--- config.mk ---
export PLATFORM = sky130hd
export DESIGN_NAME = opv_top
export DESIGN_NICKNAME = d
export VERILOG_FILES = /design/src/common/opv_pkg.sv /design/src/rtl/opv_bit_decoder.sv /design/src/rtl/opv_top.sv
export SDC_FILE = /design/constraint.sdc
export NUM_CORES = 1
export LEC_CHECK = 0
export ABC_AREA = 0
export BUFFER_PORTS_ARGS = -buffer_cell sky130_fd_sc_hd__buf_2
export CORE_MARGIN = 2
export CORE_UTILIZATION = 28
export CTS_CLUSTER_DIAMETER = 80
export DETAILED_ROUTE_END_ITERATION = 7
export GPL_TIMING_DRIVEN = 0
export SLEW_MARGIN = 5
export SYNTH_ARGS = -nofsm -noshare
export SYNTH_HDL_FRONTEND = slang
export SYNTH_SLANG_ARGS = --single-unit
--- constraint.sdc ---
create_clock -name I_MCLK -period 3.4 [get_ports I_MCLK]
set_input_delay 0.34 -clock I_MCLK [delete_from_list [all_inputs] [get_ports I_MCLK]]
set_output_delay 0.34 -clock I_MCLK [all_outputs]
set_load 0.01 [all_outputs]
--- src/common/opv_pkg.sv ---
// shared constants and types for the one-pin voltage interface
`default_nettype none
package opv_pkg;
    localparam int unsigned CLK_MHZ          = 200;
    // startup time before the interface accepts data, in microseconds
    localparam int unsigned STARTUP_US       = 170;
    localparam int unsigned STARTUP_CYC      = STARTUP_US * CLK_MHZ;
    // mode-change timeout, longest time, microseconds
    localparam int unsigned TIMEOUT_US       = 520;
    localparam int unsigned TIMEOUT_CYC      = TIMEOUT_US * CLK_MHZ;
    // acknowledge low time, longest, microseconds
    localparam int unsigned ACK_LOW_US       = 520;
    localparam int unsigned ACK_LOW_CYC      = ACK_LOW_US * CLK_MHZ;
    // delay from last falling edge to pull-down, microseconds
    localparam int unsigned ACK_VALID_US     = 2;
    localparam int unsigned ACK_VALID_CYC    = ACK_VALID_US * CLK_MHZ;
    localparam int unsigned CNT_W            = 18;
    localparam int unsigned BYTE_BITS        = 8;
    localparam int unsigned CODE_W           = 5;
    localparam logic [1:0]  SEL_CONV1        = 2'h0;
    localparam logic [1:0]  SEL_CONV1_UPPER  = 2'h1;
    localparam logic [1:0]  SEL_CONV2        = 2'h2;
    localparam logic [1:0]  SEL_FORBIDDEN    = 2'h3;
    localparam logic [4:0]  CONV1_RESET      = 5'h00;
    localparam logic [4:0]  CONV2_RESET      = 5'h00;
    localparam int unsigned ACK_FLAG_POS     = 7;
    localparam int unsigned SEL_HI_POS       = 6;
    localparam int unsigned SEL_LO_POS       = 5;

    typedef struct packed {
        logic       valid;
        logic       bit_val;
        logic       error;
    } opv_bit_s;
endpackage : opv_pkg
`default_nettype wire

--- src/rtl/opv_bit_decoder.sv ---
// classifies one bit from measured high and low times
`timescale 1ns/10ps
`default_nettype none
module opv_bit_decoder #(
    parameter int unsigned CNT_W = 18
) (
    input  wire logic             i_clk,
    input  wire logic             i_nrst,
    input  wire logic             i_fall,
    input  wire logic [CNT_W-1:0] i_low_cnt,
    input  wire logic [CNT_W-1:0] i_high_cnt,
    output opv_pkg::opv_bit_s     o_bit
);
    opv_pkg::opv_bit_s bit_reg;
    opv_pkg::opv_bit_s bit_next;

    always_comb begin
        bit_next = '0;
        if (i_fall) begin
            bit_next.valid = 1'b1;
            // one counts only when high is at least twice low, and the mirror for zero
            if ({1'b0, i_high_cnt} >= {i_low_cnt, 1'b0}) begin
                bit_next.bit_val = 1'b1;
            end else if ({1'b0, i_low_cnt} >= {i_high_cnt, 1'b0}) begin
                bit_next.bit_val = 1'b0;
            end else begin
                bit_next.error = 1'b1;
            end
        end
    end

    always_ff @(posedge i_clk or negedge i_nrst) begin
        if (!i_nrst) begin
            bit_reg <= '0;
        end else begin
            bit_reg <= bit_next;
        end
    end

    assign o_bit = bit_reg;
endmodule : opv_bit_decoder
`default_nettype wire

--- src/rtl/opv_top.sv ---
// one-pin voltage interface receiver with acknowledge and mode control
`timescale 1ns/10ps
`default_nettype none
module opv_top #(
    parameter logic [7:0]  DEV_ADDR    = 8'h5A,  // arbitrary value
    parameter int unsigned STARTUP_CYC = opv_pkg::STARTUP_CYC,
    parameter int unsigned TIMEOUT_CYC = opv_pkg::TIMEOUT_CYC,
    parameter int unsigned ACK_LOW_CYC = opv_pkg::ACK_LOW_CYC,
    parameter int unsigned ACK_VAL_CYC = opv_pkg::ACK_VALID_CYC
) (
    input  wire logic       I_MCLK,
    input  wire logic       I_NRST,
    input  wire logic       I_MODE_DATA,
    input  wire logic       I_CONVERTER1_ENABLE,
    input  wire logic       I_CONVERTER2_ENABLE,
    output logic            O_MODE_DATA,
    output logic            O_MODE_DATA_OE,
    output logic [4:0]      O_CONVERTER1_VOLTAGE_SELECT,
    output logic [4:0]      O_CONVERTER2_VOLTAGE_SELECT,
    output logic            O_CONVERTER1_USE_DEFAULT_SET_PIN,
    output logic            O_CONVERTER1_SOFT_START,
    output logic            O_CONVERTER2_SOFT_START,
    output logic            O_FORCED_PWM,
    output logic            O_SHUTDOWN,
    output logic            O_READY
);
    localparam int unsigned W = opv_pkg::CNT_W;

    typedef enum logic [2:0] {
        ST_OFF,
        ST_STARTUP,
        ST_IDLE,
        ST_LOW,
        ST_HIGH,
        ST_ACK_WAIT,
        ST_ACK
    } opv_state_e;

    opv_state_e        state_reg, state_next;
    logic [W-1:0]      low_cnt_reg, low_cnt_next;
    logic [W-1:0]      high_cnt_reg, high_cnt_next;
    logic [W-1:0]      tmr_reg, tmr_next;
    logic [15:0]       shift_reg, shift_next;
    logic [4:0]        nbits_reg, nbits_next;
    logic              err_reg, err_next;
    logic              line_reg;
    logic [4:0]        conv1_reg, conv1_next;
    logic [4:0]        conv2_reg, conv2_next;
    logic              pwm_reg, pwm_next;
    logic              oe_reg, oe_next;
    logic [1:0]        en_reg;
    logic              fall;
    logic              any_en;
    opv_pkg::opv_bit_s dec;

    assign any_en = I_CONVERTER1_ENABLE | I_CONVERTER2_ENABLE;
    assign fall   = line_reg & ~I_MODE_DATA;

    // high time is measured up to the fall that closes the bit
    opv_bit_decoder #(
        .CNT_W (W)
    ) u_dec (
        .i_clk      (I_MCLK),
        .i_nrst     (I_NRST),
        .i_fall     (fall && state_reg == ST_HIGH),
        .i_low_cnt  (low_cnt_reg),
        .i_high_cnt (high_cnt_reg),
        .o_bit      (dec)
    );

    always_comb begin
        state_next     = state_reg;
        low_cnt_next   = low_cnt_reg;
        high_cnt_next  = high_cnt_reg;
        tmr_next       = tmr_reg;
        shift_next     = shift_reg;
        nbits_next     = nbits_reg;
        err_next       = err_reg;
        conv1_next     = conv1_reg;
        conv2_next     = conv2_reg;
        pwm_next       = pwm_reg;
        oe_next        = 1'b0;

        // the decoder answers one cycle after the fall; fold the bit in here
        if (dec.valid) begin
            nbits_next = nbits_reg + 5'h01;
            // the ninth period is the end-of-stream low plus start high between the bytes, not data
            if (nbits_reg != 5'h08) begin
                shift_next = {shift_reg[14:0], dec.bit_val};
                if (dec.error) begin
                    err_next = 1'b1;
                end
            end
        end

        if (I_MODE_DATA) begin
            pwm_next = 1'b1;
        end

        unique case (state_reg)
            ST_OFF: begin
                tmr_next = '0;
                if (any_en) begin
                    state_next = ST_STARTUP;
                end
            end
            ST_STARTUP: begin
                tmr_next = tmr_reg + 1'b1;
                if (tmr_reg >= W'(STARTUP_CYC - 1)) begin
                    state_next = ST_IDLE;
                    tmr_next   = '0;
                end
            end
            ST_IDLE: begin
                if (fall) begin
                    state_next   = ST_LOW;
                    low_cnt_next = W'(1);
                    nbits_next   = '0;
                    err_next     = 1'b0;
                end else if (I_MODE_DATA) begin
                    low_cnt_next = '0;
                end else if (pwm_reg) begin
                    // the low after a finished frame still runs toward power save
                    low_cnt_next = low_cnt_reg + 1'b1;
                    if (low_cnt_reg >= W'(TIMEOUT_CYC - 1)) begin
                        pwm_next = 1'b0;
                    end
                end
            end
            ST_LOW: begin
                if (I_MODE_DATA) begin
                    state_next    = ST_HIGH;
                    high_cnt_next = W'(1);
                end else if (low_cnt_reg >= W'(TIMEOUT_CYC - 1)) begin
                    // long low: abandon decoding, drop to power save
                    pwm_next   = 1'b0;
                    state_next = ST_IDLE;
                end else begin
                    // count only samples still low, else the low time reads one too long
                    low_cnt_next = low_cnt_reg + 1'b1;
                end
            end
            ST_HIGH: begin
                high_cnt_next = high_cnt_reg + 1'b1;
                if (fall) begin
                    state_next   = ST_LOW;
                    low_cnt_next = W'(1);
                end else if (high_cnt_reg >= W'(TIMEOUT_CYC - 1)) begin
                    // long high: abandon the unfinished frame, its open bit is never decoded
                    state_next = ST_IDLE;
                end
            end
            ST_ACK_WAIT: begin
                tmr_next = tmr_reg + 1'b1;
                if (tmr_reg >= W'(ACK_VAL_CYC - 1)) begin
                    state_next = ST_ACK;
                    tmr_next   = '0;
                    oe_next    = 1'b1;
                end
            end
            ST_ACK: begin
                tmr_next = tmr_reg + 1'b1;
                oe_next  = 1'b1;
                if (tmr_reg >= W'(ACK_LOW_CYC - 1)) begin
                    state_next = ST_IDLE;
                    tmr_next   = '0;
                    oe_next    = 1'b0;
                end
            end
            default: begin
                state_next = ST_OFF;
            end
        endcase

        // last data bit: fifteen bits are already in, the gap period was skipped
        if (dec.valid && nbits_reg == 5'h10) begin
            // the closing end-of-stream low must not become the next frame's first bit
            state_next = ST_IDLE;
            if (!err_reg && !dec.error && shift_reg[14:7] == DEV_ADDR) begin
                unique case (shift_reg[5:4])
                    opv_pkg::SEL_CONV1:       conv1_next = {shift_reg[3:0], dec.bit_val};
                    opv_pkg::SEL_CONV2:       conv2_next = {shift_reg[3:0], dec.bit_val};
                    opv_pkg::SEL_CONV1_UPPER: conv1_next = conv1_reg;
                    opv_pkg::SEL_FORBIDDEN:   conv1_next = conv1_reg;
                endcase
                if (shift_reg[6]) begin
                    state_next = ST_ACK_WAIT;
                    tmr_next   = '0;
                end
            end
            // bad transfer: line left to the pull-up
            nbits_next = '0;
        end

        if (!any_en) begin
            state_next = ST_OFF;
            oe_next    = 1'b0;
        end
    end

    always_ff @(posedge I_MCLK or negedge I_NRST) begin
        if (!I_NRST) begin
            state_reg     <= ST_OFF;
            low_cnt_reg   <= '0;
            high_cnt_reg  <= '0;
            tmr_reg       <= '0;
            shift_reg     <= '0;
            nbits_reg     <= '0;
            err_reg       <= 1'b0;
            line_reg      <= 1'b0;
            conv1_reg     <= opv_pkg::CONV1_RESET;
            conv2_reg     <= opv_pkg::CONV2_RESET;
            pwm_reg       <= 1'b0;
            oe_reg        <= 1'b0;
            en_reg        <= 2'h0;
        end else begin
            state_reg     <= state_next;
            low_cnt_reg   <= low_cnt_next;
            high_cnt_reg  <= high_cnt_next;
            tmr_reg       <= tmr_next;
            shift_reg     <= shift_next;
            nbits_reg     <= nbits_next;
            err_reg       <= err_next;
            line_reg      <= I_MODE_DATA;
            conv1_reg     <= conv1_next;
            conv2_reg     <= conv2_next;
            pwm_reg       <= pwm_next;
            oe_reg        <= oe_next;
            en_reg        <= {I_CONVERTER2_ENABLE, I_CONVERTER1_ENABLE};
        end
    end

    // outputs straight from flops, except O_MODE_DATA tied to 0
    logic       ss1_reg, ss2_reg, shdn_reg, rdy_reg, dflt_reg;
    always_ff @(posedge I_MCLK or negedge I_NRST) begin
        if (!I_NRST) begin
            ss1_reg  <= 1'b0;
            ss2_reg  <= 1'b0;
            shdn_reg <= 1'b1;
            rdy_reg  <= 1'b0;
            dflt_reg <= 1'b1;
        end else begin
            ss1_reg  <= I_CONVERTER1_ENABLE & ~en_reg[0];
            ss2_reg  <= I_CONVERTER2_ENABLE & ~en_reg[1];
            shdn_reg <= ~any_en;
            rdy_reg  <= (state_next != ST_OFF) && (state_next != ST_STARTUP);
            dflt_reg <= (conv1_next == 5'h00);
        end
    end

    assign O_MODE_DATA                      = 1'b0;
    assign O_MODE_DATA_OE                   = oe_reg;
    assign O_CONVERTER1_VOLTAGE_SELECT      = conv1_reg;
    assign O_CONVERTER2_VOLTAGE_SELECT      = conv2_reg;
    assign O_CONVERTER1_USE_DEFAULT_SET_PIN = dflt_reg;
    assign O_CONVERTER1_SOFT_START          = ss1_reg;
    assign O_CONVERTER2_SOFT_START          = ss2_reg;
    assign O_FORCED_PWM                     = pwm_reg;
    assign O_SHUTDOWN                       = shdn_reg;
    assign O_READY                          = rdy_reg;
endmodule : opv_top
`default_nettype wire

==> impl_metrics.toml <==
[grt]
grt_max_degree = 53
grt_pass1_wl_um = 22450
grt_pass1_vias = 4380
grt_overflow_total = 0
grt_antenna_before_repair = 0
grt.total_usage_pct = 12.46

[clocking]
cts_root_buffer = "clkbuf_16"
htreeDepth = 3
cts_tree = "done"
postCtsSetupRepairBufs = 0
clkSinkCount = 101
cts_resized = 0
cts_hold_buffers = 0
cts.reportedPaths.clkPinSlew_ns = 0.07
clock_latency_ns = 0.35
cts_buffers = 9
cts_max_path_buffers = 2

[power_and_ir_drop]
ir_drop_mv = 0.2366
p_leak_nw = 3.177
total_power_mw = 3.323
powerDensity_nw_per_um2 = 493.1

[floorplan]
core-area_sq_um = 20960
die_h_um = 150.1
rows = 53
die_width_um = 150.1
start_util_pct = 28.52
ios = 23
fp.dieArea_sq_um = 22530

[sta]
setup_viol = 0
finalMaxSlewViolations = 0
worst_slew_pin_slew_ns = 0.7029
fin_tns_setup_ns = 0
relSlewSlack_pct = 52.74
fmax_mhz = 370.5
hold_violations = 0
fin_skew_ns = 0.007490
rsz0062_at_grt = "false"
period_share_pct = 79.38
fin_crit_ns = 2.699

[job]
cap_violations = 0

[yosys]
synth_compound_area_share_pct = 12.58
synthSimpleGateAreaFrac_pct = 22.32
synth_top_family_by_area = "simple AND/OR/NAND/NOR gates"
seq_area_frac_synth_pct = 42.33
synth_flop_cell = "dfrtp_1"
synth.avg_cell_area_sq_um = 9.563
synth_cell_type_count = 70
synthAdderAreaFrac_pct = 8.332
synth.area.mux_share_pct = 4.605
synth-xor-area-share_pct = 5.108
syn_nets = 669
ys_warn_count = 0
synth_seq_cells = 101
netlist_instances = 625
synth_edf_count = 0
syn_area_sq_um = 5977
async_reset_ff_share_pct = 100.0

[worst_setup_path]
end_kind = "flop"
start_kind = "flop"
r2r_cells = 9
worst_ep_required_time_ns = 3.69
critical_path_class = "flop to flop"
regToRegStartpoint = "nbits_reg[0]$_DFF_PN0_"
timing.rr.end = "O_CONVERTER1_USE_DEFAULT_SET_PIN$_DFF_PN1_"
r2r_slack_ns = 0.70
cp.arrival_ns = 2.99
cp_max_fo = 7

[routing]
ant_nets = 0
drt-total-wl_um = 13050
wire_per_inst_um = 13.91
drc_errors = 0
dr.first_iter.drc_count = 273
vias_per_cell = 4.856
dr.pass1.iters = 4
num_vias = 4555

[finish]
drive_above_1_share_pct = 14.63
fill_cells = 2194
final_common_cell = "dfrtp_1"
fin_nets = 702
antennaDiodeCount = 0
final_cell_mix = "99 x dfrtp_1, 60 x nor2_1, 57 x nand2_1"
area_growth_pct = 12.75

[outcome]
status = "finished, final reports clean"

[placement]
io_buffers = 21
gp_congestion = 0.8165
dpl.hpwl_um = 9817

[min_path]
holdCritPathClass = "input pin to asynchronous set/reset pin"
==> metrics by stage <==
step / hold WS (ns) / setup slack (ns) / std cells / utilization (%) / cell area [sq um]
floorplan: 0.04441 / 0.9133 / 625 / - / 5977
global placement: 0.3780 / 0.7098 / 921 / 30.67 / 6426
detailed placement: 0.3868 / 0.7066 / 922 / 30.81 / 6456
CTS: 0.04096 / 0.6798 / 938 / 32.16 / 6739
global route: 0.06742 / 0.5443 / 938 / 32.16 / 6739
finish: 0.01492 / 0.7010 / 938 / 32.16 / 6739
==> routing by layer <==
layer / vias to the layer above / wire length (um) / GRT usage [%]
li1: 2288 / - / -
met1: 2199 / 6438 / 17.24
met2: 56 / 6026 / 19.54
met3: 12 / 377 / 2.121
met4: 0 / 204 / 4.623
met5: - / 0 / 0
==> power by group <==
group | internal [mW] | switching, mW
registers | 1.34 | 0.232
clock network | 0.507 | 0.493
logic | 0.323 | 0.424
total | 2.17 | 1.15
==> cells in the mapped netlist, types with 5 or more instances <==
cell	instances	area (sq um)
xor2_1	10	87.58
nor4_2	6	75.07
nor3_1	21	105.1
ha_1	39	488.0
dfrtp_1	99	2477
a21o_1	14	105.1
mux2i_1	5	50.05
a21oi_1	21	105.1
nor4_1	6	37.54
nand2_1	57	214.0
inv_1	42	157.7
nand2b_1	6	37.54
nor2_2	6	37.54
nand4_1	15	93.84
o31ai_1	7	52.55
and3_1	10	62.56
or3_1	5	31.28
mux2_2	20	225.2
a211oi_1	6	45.04
nand3_1	27	135.1
nor2_1	60	225.2
o21ai_0	26	130.1
buf_2	7	35.03
clkbuf_1	9	33.78
xnor2_1	23	201.4
==> kinds of logic (layout without fill, tap and decap cells) <==
| group | after synthesis | in the layout |
|---|---|---|
| muxes | 25 | 25 |
| other | 1 | 1 |
| adders and majority gates | 40 | 40 |
| xor gates and xnor gates | 34 | 34 |
| DFF | 101 | 101 |
| buffers and inverters | 64 | 102 |
| AOI/OAI and AO/OA | 110 | 110 |
| and+or+nand+nor | 250 | 250 |
==> cell type report <==
cell class	count	area [sq um]	area share (%)
multi-input cells	460	3168	47.01
flip-flops and latches	101	2530	37.54
well taps	275	344.1	5.106
clock buffers	9	225.2	3.342
inverters	42	157.7	2.339
repair buffers	22	135.1	2.005
plain buffers	22	121.4	1.801
clock inverters	7	57.56	0.8541
==> worst max-delay path by stage <==
stage,end,startpoint,depth (start not counted),slack [ns]
5_1_grt,O_CONVERTER1_USE_DEFAULT_SET_PIN$_DFF_PN1_,nbits_reg[0]$_DFF_PN0_,9,0.54
2_1_floorplan,O_CONVERTER1_USE_DEFAULT_SET_PIN$_DFF_PN1_,nbits_reg[0]$_DFF_PN0_,9,0.91
3_3_place_gp,O_CONVERTER1_USE_DEFAULT_SET_PIN$_DFF_PN1_,nbits_reg[0]$_DFF_PN0_,9,0.71
4_1_cts,O_CONVERTER1_USE_DEFAULT_SET_PIN$_DFF_PN1_,nbits_reg[0]$_DFF_PN0_,9,0.68
6_report,O_CONVERTER1_USE_DEFAULT_SET_PIN$_DFF_PN1_,nbits_reg[0]$_DFF_PN0_,9,0.70
3_5_place_dp,O_CONVERTER1_USE_DEFAULT_SET_PIN$_DFF_PN1_,nbits_reg[0]$_DFF_PN0_,9,0.71
==> critical path, cell delays in order, from the launching register on <==
cell and delay [ns]:
dfrtp_1 0.43, inv_1 0.07, ha_1 0.13, nand2b_1 0.07, or3_1 0.34, buf_4 0.18
nor4b_4 0.39, mux2_2 0.39, or4_1 0.53, nor2_1 0.10
Power figures use the tool's default switching activity.
